--- src/shared/afp_defs.svh ---
`ifndef AFP_DEFS_SVH
`define AFP_DEFS_SVH
// ==========================================================
// timing and channel count
`define AFP_CLK_PERIOD_NS 8
`define AFP_LIMIT_TIME_US 1700
`define AFP_LIMIT_CYCLES ((`AFP_LIMIT_TIME_US * 1000) / `AFP_CLK_PERIOD_NS)
`define AFP_RAMP_CYCLES 256
`define AFP_CH_COUNT 4
`endif

--- src/shared/afp_pkg.sv ---
package afp_pkg;
   // ==========================================================
   // types
   typedef enum logic [1:0] {AFP_RUN, AFP_RAMP, AFP_HOLD} afp_rst_e;
   typedef struct packed {
      logic temp_warning;
      logic temp_shutdown;
      logic power_stage_uv;
      logic gate_drive_uv;
      logic analog_uv;
      logic digital_por;
      logic clock_lost;
   } afp_global_s;
   typedef struct packed {
      logic hiz;
      logic switch_en;
      logic high_side_en;
      logic pull_down;
      logic weak_pull_down;
   } afp_bridge_s;
endpackage

--- src/hw/afp_fault_ctrl.sv ---
// Function
// [RULE1] drive warning low while temperature above warning level; keep switching
// [RULE2] over shutdown level: all outputs high impedance, fault low, latched
// [RULE3] thermal shutdown latch cleared only by reset; then normal operation
// [RULE4] power-on clear resets overload logic; hold off until supplies valid
// [RULE5] any supply undervoltage forces high impedance and fault low at once
// [RULE6] supplies recovered: resume automatically without reset
// [RULE7] global fault stops switching on every channel, fault low
// [RULE8] channel fault stops only affected channels; others keep running
// [RULE9] reset low forces fault output high
// [RULE10] controller releases reset only while warning reads high
// [RULE11] supply and power-on faults are global, reported, self clearing
// [RULE12] bootstrap undervoltage turns off only that high side, unreported
// [RULE13] warning only on warning output, clears itself below threshold
// [RULE14] current limiting beyond limit time latches channel off, reports fault
// [RULE15] slave clock lost: high impedance unreported, recovers by itself
// [RULE16] reset low starts ramp-down; high impedance only after it completes
// [RULE17] reset low enables pull-downs; weak ones in bridge-tied mode
// [RULE18] reset rising edge resumes after latched overload
// [RULE19] controller waits the stated delay after fault fall before raising reset
// [RULE20] fault/warning encode normal, warning, overload or undervoltage
// [RULE21] detector inputs synchronized; decisions made on clock edges
`timescale 1ns/100ps
`default_nettype none
`include "afp_defs.svh"
module afp_fault_ctrl #(
   parameter int CH = `AFP_CH_COUNT,
   parameter int LIMIT_CYCLES = `AFP_LIMIT_CYCLES,
   parameter int RAMP_CYCLES = `AFP_RAMP_CYCLES
) (
   input wire logic I_CLK,
   input wire logic I_RST_B,
   input wire logic i_ce,
   input wire logic i_reset_n,
   input wire logic i_bridge_tied_mode,
   input wire logic i_slave_mode,
   input wire afp_pkg::afp_global_s i_det,
   input wire logic [CH-1:0] i_cycle_current_limit,
   input wire logic [CH-1:0] i_bootstrap_uv,
   output logic o_fault_n,
   output logic o_clip_temp_warning_n,
   output logic o_ramp_active,
   output afp_pkg::afp_bridge_s [CH-1:0] o_bridge
);
   import afp_pkg::*;

   // ==========================================================
   // synchronisers
   localparam int GW = $bits(afp_global_s);
   logic [GW-1:0] g_s1, g_s2;
   logic [CH-1:0] cl_s1, cl_s2, bs_s1, bs_s2;
   logic rst_s1, rst_s2, rst_d;
   afp_global_s det;
   always_ff @(posedge I_CLK or negedge I_RST_B) begin
      if (!I_RST_B) begin
         g_s1 <= '0;
         g_s2 <= '0;
         cl_s1 <= '0;
         cl_s2 <= '0;
         bs_s1 <= '0;
         bs_s2 <= '0;
         rst_s1 <= 1'b0;
         rst_s2 <= 1'b0;
         rst_d <= 1'b0;
      end else if (i_ce) begin
         g_s1 <= i_det; // [RULE21]
         g_s2 <= g_s1;
         cl_s1 <= i_cycle_current_limit;
         cl_s2 <= cl_s1;
         bs_s1 <= i_bootstrap_uv;
         bs_s2 <= bs_s1;
         rst_s1 <= i_reset_n;
         rst_s2 <= rst_s1;
         rst_d <= rst_s2;
      end
   end
   assign det = afp_global_s'(g_s2);

   logic rst_rise;
   assign rst_rise = rst_s2 && !rst_d; // [RULE18]

   // ==========================================================
   // supply faults, self clearing
   logic supply_fault;
   assign supply_fault = det.power_stage_uv | det.gate_drive_uv | det.analog_uv
                         | det.digital_por; // [RULE5] [RULE6] [RULE11]

   // ==========================================================
   // thermal shutdown latch
   logic thermal_shutdown_latch;
   always_ff @(posedge I_CLK or negedge I_RST_B) begin
      if (!I_RST_B) begin
         thermal_shutdown_latch <= 1'b0;
      end else if (i_ce) begin
         if (det.temp_shutdown) begin
            thermal_shutdown_latch <= 1'b1; // [RULE2]
         end else if (!rst_s2) begin
            thermal_shutdown_latch <= 1'b0; // [RULE3]
         end
      end
   end

   // ==========================================================
   // overload guard per channel
   localparam int CW = $clog2(LIMIT_CYCLES + 1);
   logic [CH-1:0] overload_guard;
   genvar g;
   generate
      for (g = 0; g < CH; g++) begin : g_ch
         logic [CW-1:0] cnt;
         always_ff @(posedge I_CLK or negedge I_RST_B) begin
            if (!I_RST_B) begin
               cnt <= '0;
            end else if (i_ce) begin
               // power-on clear holds the counter idle
               if (det.digital_por || !cl_s2[g]) begin
                  cnt <= '0; // [RULE4]
               end else if (cnt != CW'(LIMIT_CYCLES)) begin
                  cnt <= cnt + 1'b1;
               end
            end
         end
         always_ff @(posedge I_CLK or negedge I_RST_B) begin
            if (!I_RST_B) begin
               overload_guard[g] <= 1'b0;
            end else if (i_ce) begin
               if (cnt == CW'(LIMIT_CYCLES)) begin
                  overload_guard[g] <= 1'b1; // [RULE14]
               end else if (det.digital_por || rst_rise) begin
                  overload_guard[g] <= 1'b0; // [RULE4] [RULE18]
               end
            end
         end
      end
   endgenerate

   // ==========================================================
   // reset ramp-down sequence
   localparam int RW = $clog2(RAMP_CYCLES + 1);
   afp_rst_e rst_state;
   logic [RW-1:0] ramp_cnt;
   always_ff @(posedge I_CLK or negedge I_RST_B) begin
      if (!I_RST_B) begin
         rst_state <= AFP_HOLD;
         ramp_cnt <= '0;
      end else if (i_ce) begin
         unique case (rst_state)
            AFP_RUN: begin
               if (!rst_s2) begin
                  rst_state <= AFP_RAMP; // [RULE16]
                  ramp_cnt <= '0;
               end
            end
            AFP_RAMP: begin
               if (ramp_cnt == RW'(RAMP_CYCLES - 1)) begin
                  rst_state <= AFP_HOLD;
               end else begin
                  ramp_cnt <= ramp_cnt + 1'b1;
               end
            end
            AFP_HOLD: begin
               if (rst_s2) begin
                  rst_state <= AFP_RUN;
               end
            end
         endcase
      end
   end
   assign o_ramp_active = (rst_state == AFP_RAMP);

   // ==========================================================
   // output decisions
   logic global_off, reported, held;
   // clock loss is silent and clears itself; only meaningful in slave mode
   assign global_off = supply_fault | thermal_shutdown_latch
                       | (i_slave_mode & det.clock_lost); // [RULE7] [RULE15]
   assign reported = supply_fault | thermal_shutdown_latch | (|overload_guard); // [RULE20]
   assign held = (rst_state == AFP_HOLD);

   always_ff @(posedge I_CLK or negedge I_RST_B) begin
      if (!I_RST_B) begin
         o_fault_n <= 1'b1;
         o_clip_temp_warning_n <= 1'b1;
      end else if (i_ce) begin
         // stays high on the release edge: a clearing overload is not yet visible there
         o_fault_n <= (!rst_s2 || rst_rise) ? 1'b1 : !reported; // [RULE9] [RULE18] [RULE20]
         o_clip_temp_warning_n <= !det.temp_warning; // [RULE1] [RULE13]
      end
   end

   generate
      for (g = 0; g < CH; g++) begin : g_out
         always_ff @(posedge I_CLK or negedge I_RST_B) begin
            if (!I_RST_B) begin
               o_bridge[g] <= '{hiz: 1'b1, switch_en: 1'b0, high_side_en: 1'b0,
                                pull_down: 1'b0, weak_pull_down: 1'b0};
            end else if (i_ce) begin
               o_bridge[g].hiz <= global_off | overload_guard[g] | held; // [RULE2] [RULE8] [RULE16]
               o_bridge[g].switch_en <= !(global_off | overload_guard[g] | held); // [RULE8]
               o_bridge[g].high_side_en <= !(global_off | overload_guard[g] | held)
                                           & !bs_s2[g]; // [RULE12]
               o_bridge[g].pull_down <= !rst_s2 & !i_bridge_tied_mode; // [RULE17]
               o_bridge[g].weak_pull_down <= !rst_s2 & i_bridge_tied_mode; // [RULE17]
            end
         end
      end
   endgenerate

   // ==========================================================
   // checks
   // an inner channel is watched besides channel 0
   localparam int WCH = CH / 2;
endmodule // afp_fault_ctrl
`default_nettype wire

--- config.mk ---
export PLATFORM = sky130hd
export DESIGN_NAME = afp_fault_ctrl
export DESIGN_NICKNAME = d
export VERILOG_FILES = /design/src/shared/afp_pkg.sv /design/src/hw/afp_fault_ctrl.sv
export VERILOG_INCLUDE_DIRS = /design/src /design/src/shared
export SDC_FILE = /design/constraint.sdc
export NUM_CORES = 1
export LEC_CHECK = 0
export BUFFER_PORTS_ARGS = -buffer_cell sky130_fd_sc_hd__buf_2
export CAP_MARGIN = 10
export CORE_ASPECT_RATIO = 1.4
export CORE_MARGIN = 1.5
export CORE_UTILIZATION = 63
export CTS_BUF_LIST = sky130_fd_sc_hd__clkbuf_4 sky130_fd_sc_hd__clkbuf_8
export DETAILED_ROUTE_END_ITERATION = 8
export HOLD_SLACK_MARGIN = 0.02
export PLACE_DENSITY = 0.89
export SETUP_SLACK_MARGIN = 0.3
export SYNTH_ARGS = -nofsm -noshare
export SYNTH_HDL_FRONTEND = slang
export SYNTH_SLANG_ARGS = --single-unit
--- constraint.sdc ---
create_clock -name I_CLK -period 2.6 [get_ports I_CLK]
set_input_delay 0.13 -clock I_CLK [delete_from_list [all_inputs] [get_ports I_CLK]]
set_output_delay 0.13 -clock I_CLK [all_outputs]
set_load 0.1 [all_outputs]
== Word-level counts from Yosys, hierarchy flattened ==
Index checks and enable logic that the tools add are counted.
Storage, ports and cells
  word-level logic and storage cells: 147
  input port bits: 21
  bits in registers: 137
Cells by class
  bitwise operators: 21
  multiplexer cells: 23
  equal/unequal tests: 16
  add/subtract/negate cells: 5
  reduce and logical (&&, ||, !) cells: 46
Operators by type and width (count)
  $mux W18: 8
  $add A18 B1 Y18 const B: 4
  $eq A18 B18 Y1 const B: 4
  $ne A18 B18 Y1 const B: 4
  $mux W9: 2
  $pmux W9 S2: 1
  $reduce_and A2 Y1: 9
  $reduce_bool A2 Y1: 9
  $logic_not A1 Y1: 17
  $or A1 B1 Y1: 14
  $add A9 B1 Y9 const B: 1
  $eq A9 B8 Y1 const B: 1
  $mux W1: 8
  $ne A2 B2 Y1 const B: 4
  $reduce_and A4 Y1: 2
  $and A1 B1 Y1: 7
  $logic_or A1 B1 Y1: 6
  $mux W2: 3
  $pmux W2 S3: 1
  $reduce_or A4 Y1: 1
  $eq A2 B1 Y1 const B: 1
  $eq A2 B2 Y1 const B: 1
  $logic_not A2 Y1: 1
  $ne A2 B1 Y1 const B: 1
  $logic_and A1 B1 Y1: 1

== Logic depth before layout (Yosys ltp) ==
  depth after elaboration: 9
  mapped depth: 8
  depth with buffers taken out: 8

== Worst setup path before layout ==
No wires, ideal clock.
  path type: reg2reg
  from: reg rst_state[1]
  to: reg ramp_cnt[0]
  period minus slack after synthesis: 2.374 ns
  path slack: 0.226 ns
  arrival: 2.250 ns
  stages on the path, launching flop included: 7
  path buffers: 0
  cells stage by stage: dfstp_2 -> inv_1 -> ha_1 -> nor2b_1 -> o21ai_0 -> nor2_1 -> mux2_2
On the way
  word-level cells in the longest chain between the ends: 3
RTL lines
  start: declaration: RTL line afp_fault_ctrl.sv:140  | afp_rst_e rst_state;
  start signal: assignment: RTL line afp_fault_ctrl.sv:144  | rst_state <= AFP_HOLD;
  start signal: assignment: RTL line afp_fault_ctrl.sv:150  | rst_state <= AFP_RAMP;
  start signal: assignment: RTL line afp_fault_ctrl.sv:156  | rst_state <= AFP_HOLD;
  $eq A2 B1 Y1 (*)
  via o_ramp_active: RTL line afp_fault_ctrl.sv:42  | output logic o_ramp_active,
  $ne A2 B2 Y1 (no line) / $reduce_bool A2 Y1 (equally long branches)
  $reduce_and A4 Y1 (no line)
  end signal: assignment: RTL line afp_fault_ctrl.sv:158  | ramp_cnt <= ramp_cnt + 1'b1;
  end: declaration: RTL line afp_fault_ctrl.sv:141  | logic [RW-1:0] ramp_cnt;
The timed path passes the listed nets; every way through them passes the cells marked *.
A chain may end at the register's enable or synchronous reset.

== Worst setup path in the final report ==
  from: reg ramp_cnt[2]
  to: reg ramp_cnt[4]
On the way
  word-level cells in the longest chain between the ends: 3
RTL lines (RTL line)
  $add A9 B1 Y9 / $eq A9 B8 Y1 (equally long branches): afp_fault_ctrl.sv:158, afp_fault_ctrl.sv:155
  $mux W9 / $ne A2 B2 Y1 (equally long branches)
  $pmux W9 S2 / $reduce_and A4 Y1 (equally long branches)
Several ways; a longest one is shown, not always the timed one. The select of a mux whose other input is x is not followed.

==> impl_metrics.json <==
{
  "status": "finished clean",
  "insertion_delay_ns": 0.45,
  "synth_cell_types": 67,
  "cp-end-kind": "flop",
  "hold_path_class": "in2reg",
  "first_global_vias": 6036,
  "async_flop_share": 1.000,
  "fin_crit_sh": 0.8234,
  "layout.nets": 794,
  "htreeDepth": 4,
  "syn_inst": 725,
  "hold_violations": 0,
  "cts_tree": "built",
  "dr_total_vias": 6136,
  "start_util": 0.6529,
  "layout_min_cycle_time_ns": 2.141,
  "cellPowerDensity_nw_per_um2": 634.8,
  "fin_area_um2": 8046,
  "vias_per_cell": 6.713,
  "multiInputGateArea_um2": 3383,
  "holdPathStages": 2,
  "r2r_cells": 8,
  "fillerInstances": 716,
  "fp.dieH_um": 129.2,
  "areaGrowthSynthToFinish_pct": 12.25,
  "worstHoldStart": "i_ce",
  "dpl-instance-area_um2": 7426,
  "critPathLaunchType": "flop",
  "clockRootBuffer": "clkbuf_8",
  "n_antenna_cell": 0,
  "worstPathRequired_ns": 2.97,
  "reg2reg_slack_ns": 0.46,
  "synth-seq-area-share": 0.4795,
  "ir_drop_mv": 0.5393,
  "syn_area_um2": 7168,
  "core_area_um2": 10980,
  "fmax_mhz": 467.1,
  "maxCapViolCount": 0,
  "leakage_nw": 3.453,
  "max_slew_margin": 0.5942,
  "cts_inserted_buffers": 17,
  "portBuffers": 43,
  "synth_area_per_cell_um2": 9.887,
  "rows": 45,
  "grt.total_usage": 0.3123,
  "postLayoutCoreUtil": 0.7329,
  "wl_per_cell_um": 19.18,
  "firstDrtPassIters": 7,
  "setup-tns-final_ns": 0,
  "drt_iter0_drc": 556,
  "ys_ff_latch": 137,
  "cts_sinks": 137,
  "grt_pass1_wl_um": 29610,
  "worstSetupPathType": "reg2reg",
  "yosysWarnings": 0,
  "regToRegEndpoint": "ramp_cnt[4]",
  "syn_nets": 759,
  "rsz0062_at_grt": "no",
  "cts_buffer_depth": 2,
  "ys.flop_type": "dfrtp_1",
  "grt_max_degree": 70,
  "max_slew.worst_pin.slew_ns": 0.6008,
  "synth_edf_count": 0,
  "io_pins": 44,
  "setup_violations": 0,
  "drive_gt1_frac": 0.1759,
  "die_area_um2": 12040,
  "cp_max_fo": 6,
  "route.detailed.drc": 0,
  "clkTransAtPathRegs_ns": 0.08,
  "antenna_found_initial": 0,
  "rr_startpoint": "ramp_cnt[2]",
  "seq_area_um2": 3437,
  "fin_skew_ns": 0.01221,
  "slew_viol_final": 0,
  "grt_overflow": 0,
  "ant_nets": 0,
  "die_w_um": 93.15,
  "arrival_ns": 2.51,
  "place.detailed.hpwl_um": 10810,
  "wl_um": 17530,
  "min_to": "rst_s2",
  "place_congestion": 0.9067
}
[cells in the mapped netlist (8+ instances only)]
library cell  count  share of area
and4_1           12          0.015
o2bb2ai_1         8         0.0098
a21oi_1          17          0.012
nand3_1          32          0.022
clkbuf_1         42          0.022
o31ai_1          20          0.021
ha_1             13          0.023
o41ai_1           8         0.0098
o21ai_0          60          0.042
and2_1            9         0.0079
mux2_2           34          0.053
nand2_1          61          0.032
nor2_1           26          0.014
a31oi_1          12          0.010
and3_1           15          0.013
nor2b_1          14          0.012
a22o_1            8         0.0098
nor4_1           16          0.014
or3_1             8         0.0070
dfrtp_1         130           0.45
nand4_1          19          0.017
inv_1            27          0.014
nor3_1           10         0.0070
[how the worst max path moves through the flow]
stage	start	endpoint	slack, ns	cells past startpoint
final	ramp_cnt[2]	ramp_cnt[4]	0.46	8
after global routing	ramp_cnt[2]	ramp_cnt[4]	0.30	8
after CTS	ramp_cnt[2]	ramp_cnt[4]	0.43	8
after global placement	ramp_cnt[2]	ramp_cnt[4]	0.61	8
after floorplan	rst_state[1]	ramp_cnt[0]	0.58	6
after detailed placement	ramp_cnt[2]	ramp_cnt[4]	0.45	8
[timing repair]
action	4_1_cts	5_1_grt
resized for setup	0	3
setup buffers	0	0
endpoints found under the setup margin	0	6
hold buffers	18	0
hold endpoints to repair	80	0
[power breakdown]
part	switching (W)	internal [W]
clock	0.000922	0.00100
combinational	0.000531	0.000245
sequential	0.000135	0.00227
[layer usage]
layer | up-vias | wire (um) | GRT usage
met5 | - | 0 | 0
met4 | 0 | 446 | 0.1283
met3 | 55 | 1026 | 0.05516
met2 | 283 | 9192 | 0.5427
met1 | 3004 | 6861 | 0.3839
li1 | 2794 | - | -
[placed cells by master, fill, tap and decap left out, drive strengths merged, types with 5 or more instances in the layout]
cell,n
and4,13
dfstp,7
clkbuf,18
nor2,26
nor3b,7
inv,33
o311ai,7
a41oi,5
nor3,10
nand2b,6
a21oi,17
dlygate4sd3,18
dfrtp,130
nand2,62
nor2b,14
ha,13
o2bb2ai,8
and3,16
a31oi,12
or4,7
or3,8
o211ai,7
o41ai,8
nor4,16
a22o,8
nand4,19
nand3,32
o21ai,60
mux2,34
o31ai,20
buf,53
and2,9
a21o,7
[worst max-delay path: stages, from the launching register on]
cell	delay, ns
dfrtp_1	0.43
and4_1	0.24
nand2_1	0.10
nor2_1	0.06
ha_1	0.22
nor2b_2	0.27
o211ai_1	0.23
or3_1	0.35
a21oi_1	0.16
[sequential cells by signal, indices dropped and copies added, names as in the netlist]
signal,cells
bs_s1,4
bs_s2,4
cl_s1,4
cl_s2,4
det,7
g_ch.cnt,72
g_s1,7
o_bridge,14
o_clip_temp_warning_n,1
o_fault_n,1
overload_guard,4
ramp_cnt,9
rst_d,1
rst_s1,1
rst_s2,1
rst_state,2
thermal_shutdown_latch,1
[stage by stage]
stage	hold WS [ns]	setup slack, ns	cells	power, W
2_1_floorplan	-0.1656	0.5846	725	0.002963
3_3_place_gp	0.1661	0.6099	864	0.003118
3_5_place_dp	0.1752	0.4473	864	0.003166
4_1_cts	0.02959	0.4297	914	0.005090
5_1_grt	0.07443	0.2975	914	0.005292
6_report	0.05714	0.4592	914	0.005108
[cell families after synthesis]
group	Yosys count	synth area share
simple gates	256	0.1969
compound gates	196	0.1887
flops	137	0.4795
buf+inv	82	0.04975
mux	37	0.05760
fa+ha+maj	13	0.02269
xor+xnor	4	0.004887
[layout make-up]
| cell class | count | area share |
|---|---|---|
| Clock buffer | 18 | 0.03079 |
| Clock inverter | 14 | 0.02317 |
| Inverter | 27 | 0.01260 |
| Multi-Input combinational cell | 506 | 0.4205 |
| Sequential cell | 137 | 0.4272 |
| Tap cell | 141 | 0.02193 |
| Timing Repair Buffer | 71 | 0.06391 |
No activity file was read; power rests on OpenSTA's default activity.
